### config.mk
export PLATFORM = sky130hd
export DESIGN_NAME = sma_attr_top
export DESIGN_NICKNAME = d
export VERILOG_FILES = /design/src/sma_pkg.sv /design/src/sma_table_if.sv /design/src/sma_attr_table.sv /design/src/sma_attr_top.sv
export SDC_FILE = /design/constraint.sdc
export NUM_CORES = 1
export LEC_CHECK = 0
export BUFFER_PORTS_ARGS = -buffer_cell sky130_fd_sc_hd__buf_2
export CAP_MARGIN = 10
export CORE_MARGIN = 5
export CORE_UTILIZATION = 49
export DETAILED_ROUTE_END_ITERATION = 8
export PLACE_DENSITY_LB_ADDON = 0.25
export SLEW_MARGIN = 40
export SYNTH_ARGS = -nofsm -noshare
export SYNTH_HDL_FRONTEND = slang
export SYNTH_HIERARCHICAL = 1
export SYNTH_SLANG_ARGS = --single-unit
export TNS_END_PERCENT = 1
### constraint.sdc
create_clock -name i_clock -period 3.5 [get_ports i_clock]
set_clock_uncertainty 0.05 [all_clocks]
set_input_delay 0.175 -clock i_clock [delete_from_list [all_inputs] [get_ports i_clock]]
set_output_delay 0.175 -clock i_clock [all_outputs]
set_load 0.02 [all_outputs]
### src/sma_pkg.sv
/*
 * sma_pkg: constants and types shared by the presence-detect attribute
 * byte table and its register slave.
 * assumes: included first; no other package needed.
 */
package sma_pkg;

    // table byte positions; byte address on the bus is four times these
    localparam logic [7:0] SMA_IDX_PRI_WIDTH   = 8'h0d;
    localparam logic [7:0] SMA_IDX_EC_WIDTH    = 8'h0e;
    localparam logic [7:0] SMA_IDX_RAND_COL    = 8'h0f;
    localparam logic [7:0] SMA_IDX_BURST       = 8'h10;
    localparam logic [7:0] SMA_IDX_BANKS       = 8'h11;
    localparam logic [7:0] SMA_IDX_CAS_LAT     = 8'h12;
    localparam logic [7:0] SMA_IDX_CS_LAT      = 8'h13;
    localparam logic [7:0] SMA_IDX_WE_LAT      = 8'h14;
    localparam logic [7:0] SMA_IDX_ATTR        = 8'h15;
    localparam int         SMA_TBL_BYTES       = 9;

    // own control and status words
    localparam logic [7:0] SMA_IDX_CTRL        = 8'h20;
    localparam logic [7:0] SMA_IDX_PROBE_IDX   = 8'h21;
    localparam logic [7:0] SMA_IDX_PROBE_DATA  = 8'h22;
    localparam logic [7:0] SMA_IDX_STATUS      = 8'h23;

    // field positions
    localparam int         SMA_BIT_DOUBLE      = 7;
    localparam int         SMA_BIT_AUTOINC     = 0;
    localparam logic [7:0] SMA_WIDTH_MASK      = 8'h7f;
    localparam logic [7:0] SMA_BURST_MASK      = 8'h8f;
    localparam logic [7:0] SMA_LAT_MASK        = 8'h7f;
    localparam logic [7:0] SMA_ATTR_MASK       = 8'h7f;

    // status bits: a count field that reads zero
    localparam int         SMA_ST_PRI_UNDEF    = 0;
    localparam int         SMA_ST_EC_UNDEF     = 1;
    localparam int         SMA_ST_RAND_UNDEF   = 2;
    localparam int         SMA_ST_BANKS_RESVD  = 3;
    localparam int         SMA_ST_BITS         = 4;

    // reset values
    localparam logic       SMA_RST_AUTOINC     = 1'b0;
    localparam logic [7:0] SMA_RST_PROBE_IDX   = 8'h0d;
    localparam logic [31:0] SMA_RST_RDATA      = 32'h0000_0000;

    typedef enum logic [1:0] {
        SMA_PH_IDLE  = 2'b00,
        SMA_PH_WRITE = 2'b01,
        SMA_PH_READ  = 2'b10,
        SMA_PH_RDONE = 2'b11
    } sma_phase_t;

    typedef struct packed {
        sma_phase_t  phase;
        logic [7:0]  widx;
        logic        autoinc;
        logic [7:0]  probe_idx;
        logic [31:0] rdata;
    } sma_state_t;

endpackage : sma_pkg

### src/sma_table_if.sv
/*
 * sma_table_if: carries the finished attribute bytes and their
 * undefined-count flags from the table builder to the bus slave.
 * assumes: both ends in one clock domain; contents are static.
 */
`timescale 1ns/1ps
interface sma_table_if;
    import sma_pkg::*;
    logic [SMA_TBL_BYTES-1:0][7:0] bytes;
    logic [SMA_ST_BITS-1:0]        undef;
    modport builder (output bytes, output undef);
    modport reader  (input bytes, input undef);
endinterface : sma_table_if

### src/sma_attr_table.sv
/*
 * sma_attr_table: forms the nine attribute bytes from the module build
 * parameters and flags count fields that would read zero.
 * assumes: parameters are fixed per module build; output is static.
 */
`timescale 1ns/1ps
module sma_attr_table
    import sma_pkg::*;
#(
    parameter logic [7:0] PRI_WIDTH      = 8'h08,
    parameter logic       HAS_BANK2      = 1'b0,
    parameter logic       PRI_BANK2_DBL  = 1'b0,
    parameter logic       EC_SEPARATE    = 1'b1,
    parameter logic [7:0] EC_WIDTH       = 8'h08,
    parameter logic       EC_BANK2_DBL   = 1'b0,
    parameter logic [7:0] RAND_COL_CLKS  = 8'h01,
    parameter logic [7:0] BURST_LENGTHS  = 8'h8f,
    parameter logic [7:0] DEV_BANKS      = 8'h04,
    parameter logic [7:0] CAS_LATS       = 8'h06,
    parameter logic [7:0] CS_LATS        = 8'h01,
    parameter logic [7:0] WE_LATS        = 8'h01,
    parameter logic [7:0] MOD_ATTRS      = 8'h00
) (
    sma_table_if.builder tbl
);
    logic [7:0] pri_b;
    logic [7:0] ec_b;

    // double-width flag only means something with a second bank
    assign pri_b = {HAS_BANK2 & PRI_BANK2_DBL,
                    PRI_WIDTH[6:0]};
    assign ec_b  = EC_SEPARATE ? {HAS_BANK2 & EC_BANK2_DBL,
                                  EC_WIDTH[6:0]} : 8'h00;

    assign tbl.bytes[0] = pri_b;
    assign tbl.bytes[1] = ec_b;
    assign tbl.bytes[2] = RAND_COL_CLKS;
    assign tbl.bytes[3] = BURST_LENGTHS & SMA_BURST_MASK;
    assign tbl.bytes[4] = DEV_BANKS;
    assign tbl.bytes[5] = CAS_LATS & SMA_LAT_MASK;
    assign tbl.bytes[6] = CS_LATS & SMA_LAT_MASK;
    assign tbl.bytes[7] = WE_LATS & SMA_LAT_MASK;
    assign tbl.bytes[8] = MOD_ATTRS & SMA_ATTR_MASK;

    assign tbl.undef[SMA_ST_PRI_UNDEF]   = (pri_b[6:0] == 7'h00);
    assign tbl.undef[SMA_ST_EC_UNDEF]    = EC_SEPARATE &&
                                           (ec_b[6:0] == 7'h00);
    assign tbl.undef[SMA_ST_RAND_UNDEF]  = (RAND_COL_CLKS == 8'h00);
    assign tbl.undef[SMA_ST_BANKS_RESVD] = (DEV_BANKS == 8'h00);

endmodule : sma_attr_table

### src/sma_attr_top.sv
/*
 * sma_attr_top: presence-detect attribute bytes 13 to 21 of a memory
 * module, read over an AHB-Lite slave, with an indexed probe port.
 * assumes: single AHB-Lite master, word transfers, one clock domain.
 */
// Overview of operation
// - byte 13 low seven bits give the data component width, zero undefined.
// - byte 13 bit 7 is set only when bank 2 data parts are twice as wide.
// - byte 14 holds a width only when error checking has its own parts.
// - byte 14 low seven bits give the check component width, zero undefined.
// - byte 14 bit 7 is set only when bank 2 check parts are twice as wide.
// - byte 15 gives minimum clocks between random column addresses.
// - byte 16 is a burst bitmap for 1, 2, 4, 8 and page, bits 6 to 4 zero.
// - byte 17 gives internal banks per component, zero reserved.
// - byte 18 bits 0 to 6 mark column strobe latencies 1 to 7.
// - byte 19 bits 0 to 6 mark chip select latencies 0 to 6.
// - byte 20 bits 0 to 6 mark write enable latencies 0 to 6.
// - byte 21 flags module buffering and clocking, bit 7 zero.
`timescale 1ns/1ps
module sma_attr_top
    import sma_pkg::*;
#(
    parameter logic [7:0] PRI_WIDTH      = 8'h08,
    parameter logic       HAS_BANK2      = 1'b0,
    parameter logic       PRI_BANK2_DBL  = 1'b0,
    parameter logic       EC_SEPARATE    = 1'b1,
    parameter logic [7:0] EC_WIDTH       = 8'h08,
    parameter logic       EC_BANK2_DBL   = 1'b0,
    parameter logic [7:0] RAND_COL_CLKS  = 8'h01,
    parameter logic [7:0] BURST_LENGTHS  = 8'h8f,
    parameter logic [7:0] DEV_BANKS      = 8'h04,
    parameter logic [7:0] CAS_LATS       = 8'h06,
    parameter logic [7:0] CS_LATS        = 8'h01,
    parameter logic [7:0] WE_LATS        = 8'h01,
    parameter logic [7:0] MOD_ATTRS      = 8'h00
) (
    input  wire logic        i_clock,
    input  wire logic        i_rst,
    input  wire logic        i_clk_en,
    input  wire logic        i_hsel,
    input  wire logic [31:0] i_haddr,
    input  wire logic [1:0]  i_htrans,
    input  wire logic        i_hwrite,
    input  wire logic [2:0]  i_hsize,
    input  wire logic [31:0] i_hwdata,
    input  wire logic        i_hready,
    output logic      [31:0] o_hrdata,
    output logic             o_hreadyout,
    output logic             o_hresp
);

    sma_table_if tbl_if ();

    sma_attr_table #(
        .PRI_WIDTH     (PRI_WIDTH),
        .HAS_BANK2     (HAS_BANK2),
        .PRI_BANK2_DBL (PRI_BANK2_DBL),
        .EC_SEPARATE   (EC_SEPARATE),
        .EC_WIDTH      (EC_WIDTH),
        .EC_BANK2_DBL  (EC_BANK2_DBL),
        .RAND_COL_CLKS (RAND_COL_CLKS),
        .BURST_LENGTHS (BURST_LENGTHS),
        .DEV_BANKS     (DEV_BANKS),
        .CAS_LATS      (CAS_LATS),
        .CS_LATS       (CS_LATS),
        .WE_LATS       (WE_LATS),
        .MOD_ATTRS     (MOD_ATTRS)
    ) u_table (
        .tbl (tbl_if.builder)
    );

    sma_state_t state_q;
    sma_state_t state_d;

    logic       addr_take;
    logic       in_table;
    logic [7:0] addr_widx;

    // byte of the table at a given position, zero outside 13..21
    function automatic logic [7:0] table_byte(
        input logic [7:0]                    idx,
        input logic [SMA_TBL_BYTES-1:0][7:0] bytes
    );
        logic [7:0] off;
        logic [7:0] val;
        off = idx - SMA_IDX_PRI_WIDTH;
        val = 8'h00;
        if (idx >= SMA_IDX_PRI_WIDTH && idx <= SMA_IDX_ATTR) begin
            val = bytes[off[3:0]];
        end
        return val;
    endfunction : table_byte

    // full word decode for a read; unmapped words read zero
    function automatic logic [31:0] read_word(
        input logic [7:0]                    idx,
        input sma_state_t                    st,
        input logic [SMA_TBL_BYTES-1:0][7:0] bytes,
        input logic [SMA_ST_BITS-1:0]        undef
    );
        logic [31:0] w;
        w = 32'h0000_0000;
        case (idx)
            SMA_IDX_CTRL: begin
                w[SMA_BIT_AUTOINC] = st.autoinc;
            end
            SMA_IDX_PROBE_IDX: begin
                w[7:0] = st.probe_idx;
            end
            SMA_IDX_PROBE_DATA: begin
                w[7:0] = table_byte(st.probe_idx, bytes);
            end
            SMA_IDX_STATUS: begin
                w[SMA_ST_BITS-1:0] = undef;
            end
            default: begin
                w[7:0] = table_byte(idx, bytes);
            end
        endcase
        return w;
    endfunction : read_word

    assign addr_widx = (i_haddr[31:10] == 22'h00_0000) ?
                       i_haddr[9:2] : 8'hff;
    assign in_table  = (state_q.widx >= SMA_IDX_PRI_WIDTH) &&
                       (state_q.widx <= SMA_IDX_ATTR);
    // a read holds one wait state so the answer always comes from flops
    assign o_hreadyout = (state_q.phase != SMA_PH_READ);
    assign o_hresp     = 1'b0;
    assign o_hrdata    = state_q.rdata;
    assign addr_take   = i_hsel && i_htrans[1] && i_hready;

    always_comb begin
        state_d = state_q;
        case (state_q.phase)
            SMA_PH_WRITE: begin
                // the table is read only; writes there are dropped
                if (!in_table) begin
                    case (state_q.widx)
                        SMA_IDX_CTRL: begin
                            state_d.autoinc = i_hwdata[SMA_BIT_AUTOINC];
                        end
                        SMA_IDX_PROBE_IDX: begin
                            state_d.probe_idx = i_hwdata[7:0];
                        end
                        default: begin
                            state_d.autoinc = state_q.autoinc;
                        end
                    endcase
                end
            end
            SMA_PH_READ: begin
                state_d.rdata = read_word(state_q.widx, state_q,
                                          tbl_if.bytes,
                                          tbl_if.undef);
                // probe walks the table like a sequential serial read
                if (state_q.widx == SMA_IDX_PROBE_DATA &&
                    state_q.autoinc) begin
                    state_d.probe_idx = state_q.probe_idx + 8'h01;
                end
            end
            default: begin
                state_d.rdata = state_q.rdata;
            end
        endcase
        if (state_q.phase != SMA_PH_READ) begin
            state_d.phase = SMA_PH_IDLE;
            if (addr_take) begin
                state_d.widx  = addr_widx;
                state_d.phase = i_hwrite ? SMA_PH_WRITE : SMA_PH_READ;
            end
        end else begin
            state_d.phase = SMA_PH_RDONE;
        end
    end

    always_ff @(posedge i_clock or posedge i_rst) begin
        if (i_rst) begin
            state_q.phase     <= SMA_PH_IDLE;
            state_q.widx      <= 8'h00;
            state_q.autoinc   <= SMA_RST_AUTOINC;
            state_q.probe_idx <= SMA_RST_PROBE_IDX;
            state_q.rdata     <= SMA_RST_RDATA;
        end else if (i_clk_en) begin
            state_q <= state_d;
        end
    end

endmodule : sma_attr_top

==> flow_metrics.py <==
metrics = {
    "final_layout": {
        "mostFrequentLayoutCell": "sky130_fd_sc_hd__conb_1",
        "multi_input_comb_area_sq_um": 2316,
        "final_net_count": 572,
        "drive_gt1_share_pct": 18.85,
        "antenna_cells": 0,
        "most-common-layout-cells": "sky130_fd_sc_hd__conb_1 (101), sky130_fd_sc_hd__nand2_1 (76), sky130_fd_sc_hd__buf_2 (53)",
        "final-seq-area_sq_um": 679.4,
        "area.growth.synth_to_final_pct": -2.315,
        "filler_cell_count": 753,
    },
    "setup_path": {
        "crit_path_start_kind": "register",
        "critical_path.cell_chain": "inv_1, ha_1, mux4_2, mux2i_1, o221ai_1, o32a_1",
        "worstSetupPathType": "register to register",
        "cpPeakStageDelay_ns": 0.83,
        "critical_path.slowest_cell": "sky130_fd_sc_hd__ha_1",
        "worstSetupEndpointType": "register",
        "crit_arrival_ns": 2.79,
        "critical_path.top_delay_family": "adder cells",
        "timing.critical_path.required_ns": 3.63,
        "worstPathMaxFanout": 18,
        "worstSetupPathDepth": 6,
        "critPathBufInv": 1,
        "worst-r2r-cell-count": 6,
    },
    "floorplan": {
        "die-width_um": 95.97,
        "die_y_um": 95.97,
        "initial_core_util_pct": 50.19,
        "die-area_sq_um": 9209,
        "placementRows": 31,
        "core_area_sq_um": 7214,
        "io-pin-count": 109,
    },
    "grt": {
        "grt_usage_pct": 17.57,
        "antenna_found_initial": 0,
        "global_route.overflow_total": 0,
        "grt_pass1_vias": 2872,
        "grt_start_max_net_pins": 28,
        "grt_first_pass_wirelength_um": 12810,
    },
    "job": {
        "timing.max_cap.violations": 0,
    },
    "placement": {
        "dp_slack_ns": 0.8423,
        "quantity_of_i_o_buffers_inserted_on_ports": 53,
        "dp.final_hpwl_um": 6011,
        "place_congestion": 0.8044,
    },
    "clocking": {
        "post-cts-setup-buffers": 0,
        "clock_tree.buffer_depth": 2,
        "htreeDepth": 1,
        "cts-resized-gates": 0,
        "postCtsHoldBufs": 1,
        "tritoncts": "yes",
        "cts_inserted_buffers": 3,
        "cts.clk_slew.worst_paths_ns": 0.10,
        "cts_sinks": 27,
        "worst_skew_late_latency_ns": 0.28,
        "cts_root_buffer": "sky130_fd_sc_hd__clkbuf_8",
    },
    "logic_synthesis": {
        "postSynth.asyncResetShare_pct": 100.0,
        "ys_top_cells_by_area": "sky130_fd_sc_hd__buf_4 (23%), sky130_fd_sc_hd__dfrtp_1 (17%), sky130_fd_sc_hd__mux4_2 (10%), sky130_fd_sc_hd__nand2_1 (7.9%), sky130_fd_sc_hd__nand3_1 (5.1%)",
        "synthDistinctLibCells": 53,
        "synth_cells": 456,
        "edff_count_synth": 0,
        "ys_warn_count": 6,
        "post_synth_design_cell_area_sq_um": 3621,
        "seq_area_frac_synth_pct": 18.76,
        "synth.ff_latch_count": 27,
        "synthDominantAreaCellType": "sky130_fd_sc_hd__buf_4",
        "avgSynthCellArea_sq_um": 7.941,
        "post_synth_top_area_share_pct": 23.43,
        "synth_top_flop_cell": "sky130_fd_sc_hd__dfrtp_1",
    },
    "sta": {
        "postLayoutSetupSlackWorst_ns": 0.8339,
        "hold_viol": 0,
        "timing_worst_slew_pin_value_ns": 0.8203,
        "setup_viol": 0,
        "drv_slew": 0,
        "rsz0062_at_grt": "no",
        "layout_worst_path_cycle_share_pct": 76.18,
        "max_clock_freq_mhz": 375.1,
        "timing.max_slew.rel_slack_pct": 45.31,
        "final.setup.tns_ns": 0,
        "fin_crit_ns": 2.666,
        "worst_hold_slack_ns": 0.03782,
    },
    "drt": {
        "drt-initial-drc-count": 129,
        "detailed_route_via_count": 2981,
        "wirelength_um": 7782,
        "drc_errors_left": 0,
        "vias_per_cell": 5.078,
        "ant_nets_after_route": 0,
        "avgRoutedWirePerCell_um": 13.26,
        "drt_pre_antenna_iters": 4,
    },
    "pwr": {
        "powerDensity_nw_per_um2": 303.8,
        "cellLeakagePower_nw": 1.647,
        "ir_drop_mv": 0.1503,
    },
    "status": {
        "status": "finished, final reports clean",
    },
    "worst_hold_path": {
        "worstHoldPathType": "primary input to register",
        "min_delay_path_depth": 3,
    },
}
==> area by class of cell <==
class / count / share of cell area [%]
Clock buffer: 3 / 1.167
Clock inverter: 1 / 0.2122
Multi-Input combinational cell: 386 / 65.48
Inverter: 9 / 0.9551
Tap cell: 99 / 3.502
Timing Repair Buffer: 62 / 9.480
Sequential cell: 27 / 19.21
==> per-stage QoR <==
step | std cells | utilization (%) | total power, mW | instance area [sq um]
after floorplan | 554 | - | 0.9022 | 3989
final | 587 | 49.03 | 1.075 | 3537
after detailed placement | 582 | 48.18 | 0.8844 | 3476
after global placement | 582 | 48.18 | 0.8765 | 3476
after global routing | 587 | 49.03 | 1.157 | 3537
after CTS | 587 | 48.99 | 1.080 | 3535
==> cell families (layout without fill, tap and decap cells) <==
logic type | after synthesis | in the layout | share of synthesized area, %
xor gates and xnor gates | 4 | 4 | 1.590
adders and majority gates | 8 | 8 | 2.764
other | 3 | 101 | 0.3110
muxes | 26 | 26 | 12.75
buffers and inverters | 141 | 75 | 27.50
and+or+nand+nor | 167 | 167 | 21.32
DFF | 27 | 27 | 18.76
AOI/OAI and AO/OA | 80 | 80 | 15.00
==> path summary, 6_finish.rpt <==
check                       startpoint  slack [ns]     endpoint
min in group asynchronous        i_rst        0.47  state_q[48]
max reg2reg                state_q[33]        0.83  o_hrdata[0]
min                        i_hwdata[0]        0.04  state_q[32]
max in group asynchronous        i_rst        2.54  o_hrdata[7]
min reg2reg                o_hrdata[5]        0.48  o_hrdata[5]
max                        state_q[33]        0.83  o_hrdata[0]
==> Yosys cell counts (all sizes together) (3+ instances only) <==
library cell,instances
a21oi,23
a22oi,3
a311o,7
a31oi,5
buf,127
clkbuf,5
conb,3
dfrtp,24
dfstp,3
ha,8
inv,9
mux2i,9
mux4,16
nand2,76
nand3,37
nand3b,3
nand4,4
nor2,20
nor2b,4
nor3,3
nor4,7
o21ai,17
o221ai,4
o22a,11
xor2,3
==> worst register-to-register path: cells and delay by family, from the launching register on <==
family	cells	cell delay (ns)
fa+ha+maj	1	0.83
mux	2	0.60
flops	1	0.50
compound gates	2	0.46
buf+inv	1	0.11
==> state kept, by name (all words and copies together) (netlist names) <==
name and count:
o_hrdata 8, state_q 19
==> metal layers <==
metal,share of wire (%),global-route usage (%)
met5,0,0
met1,43,22.57
met2,49,31.33
met4,1.3,3.436
met3,6.8,2.580
==> power by group <==
group          total [mW]  internal (mW)  switching, mW
logic               0.468          0.185          0.282
registers           0.415          0.371         0.0442
clock network       0.192         0.0812          0.111
No activity file was read; power rests on OpenSTA's default activity.
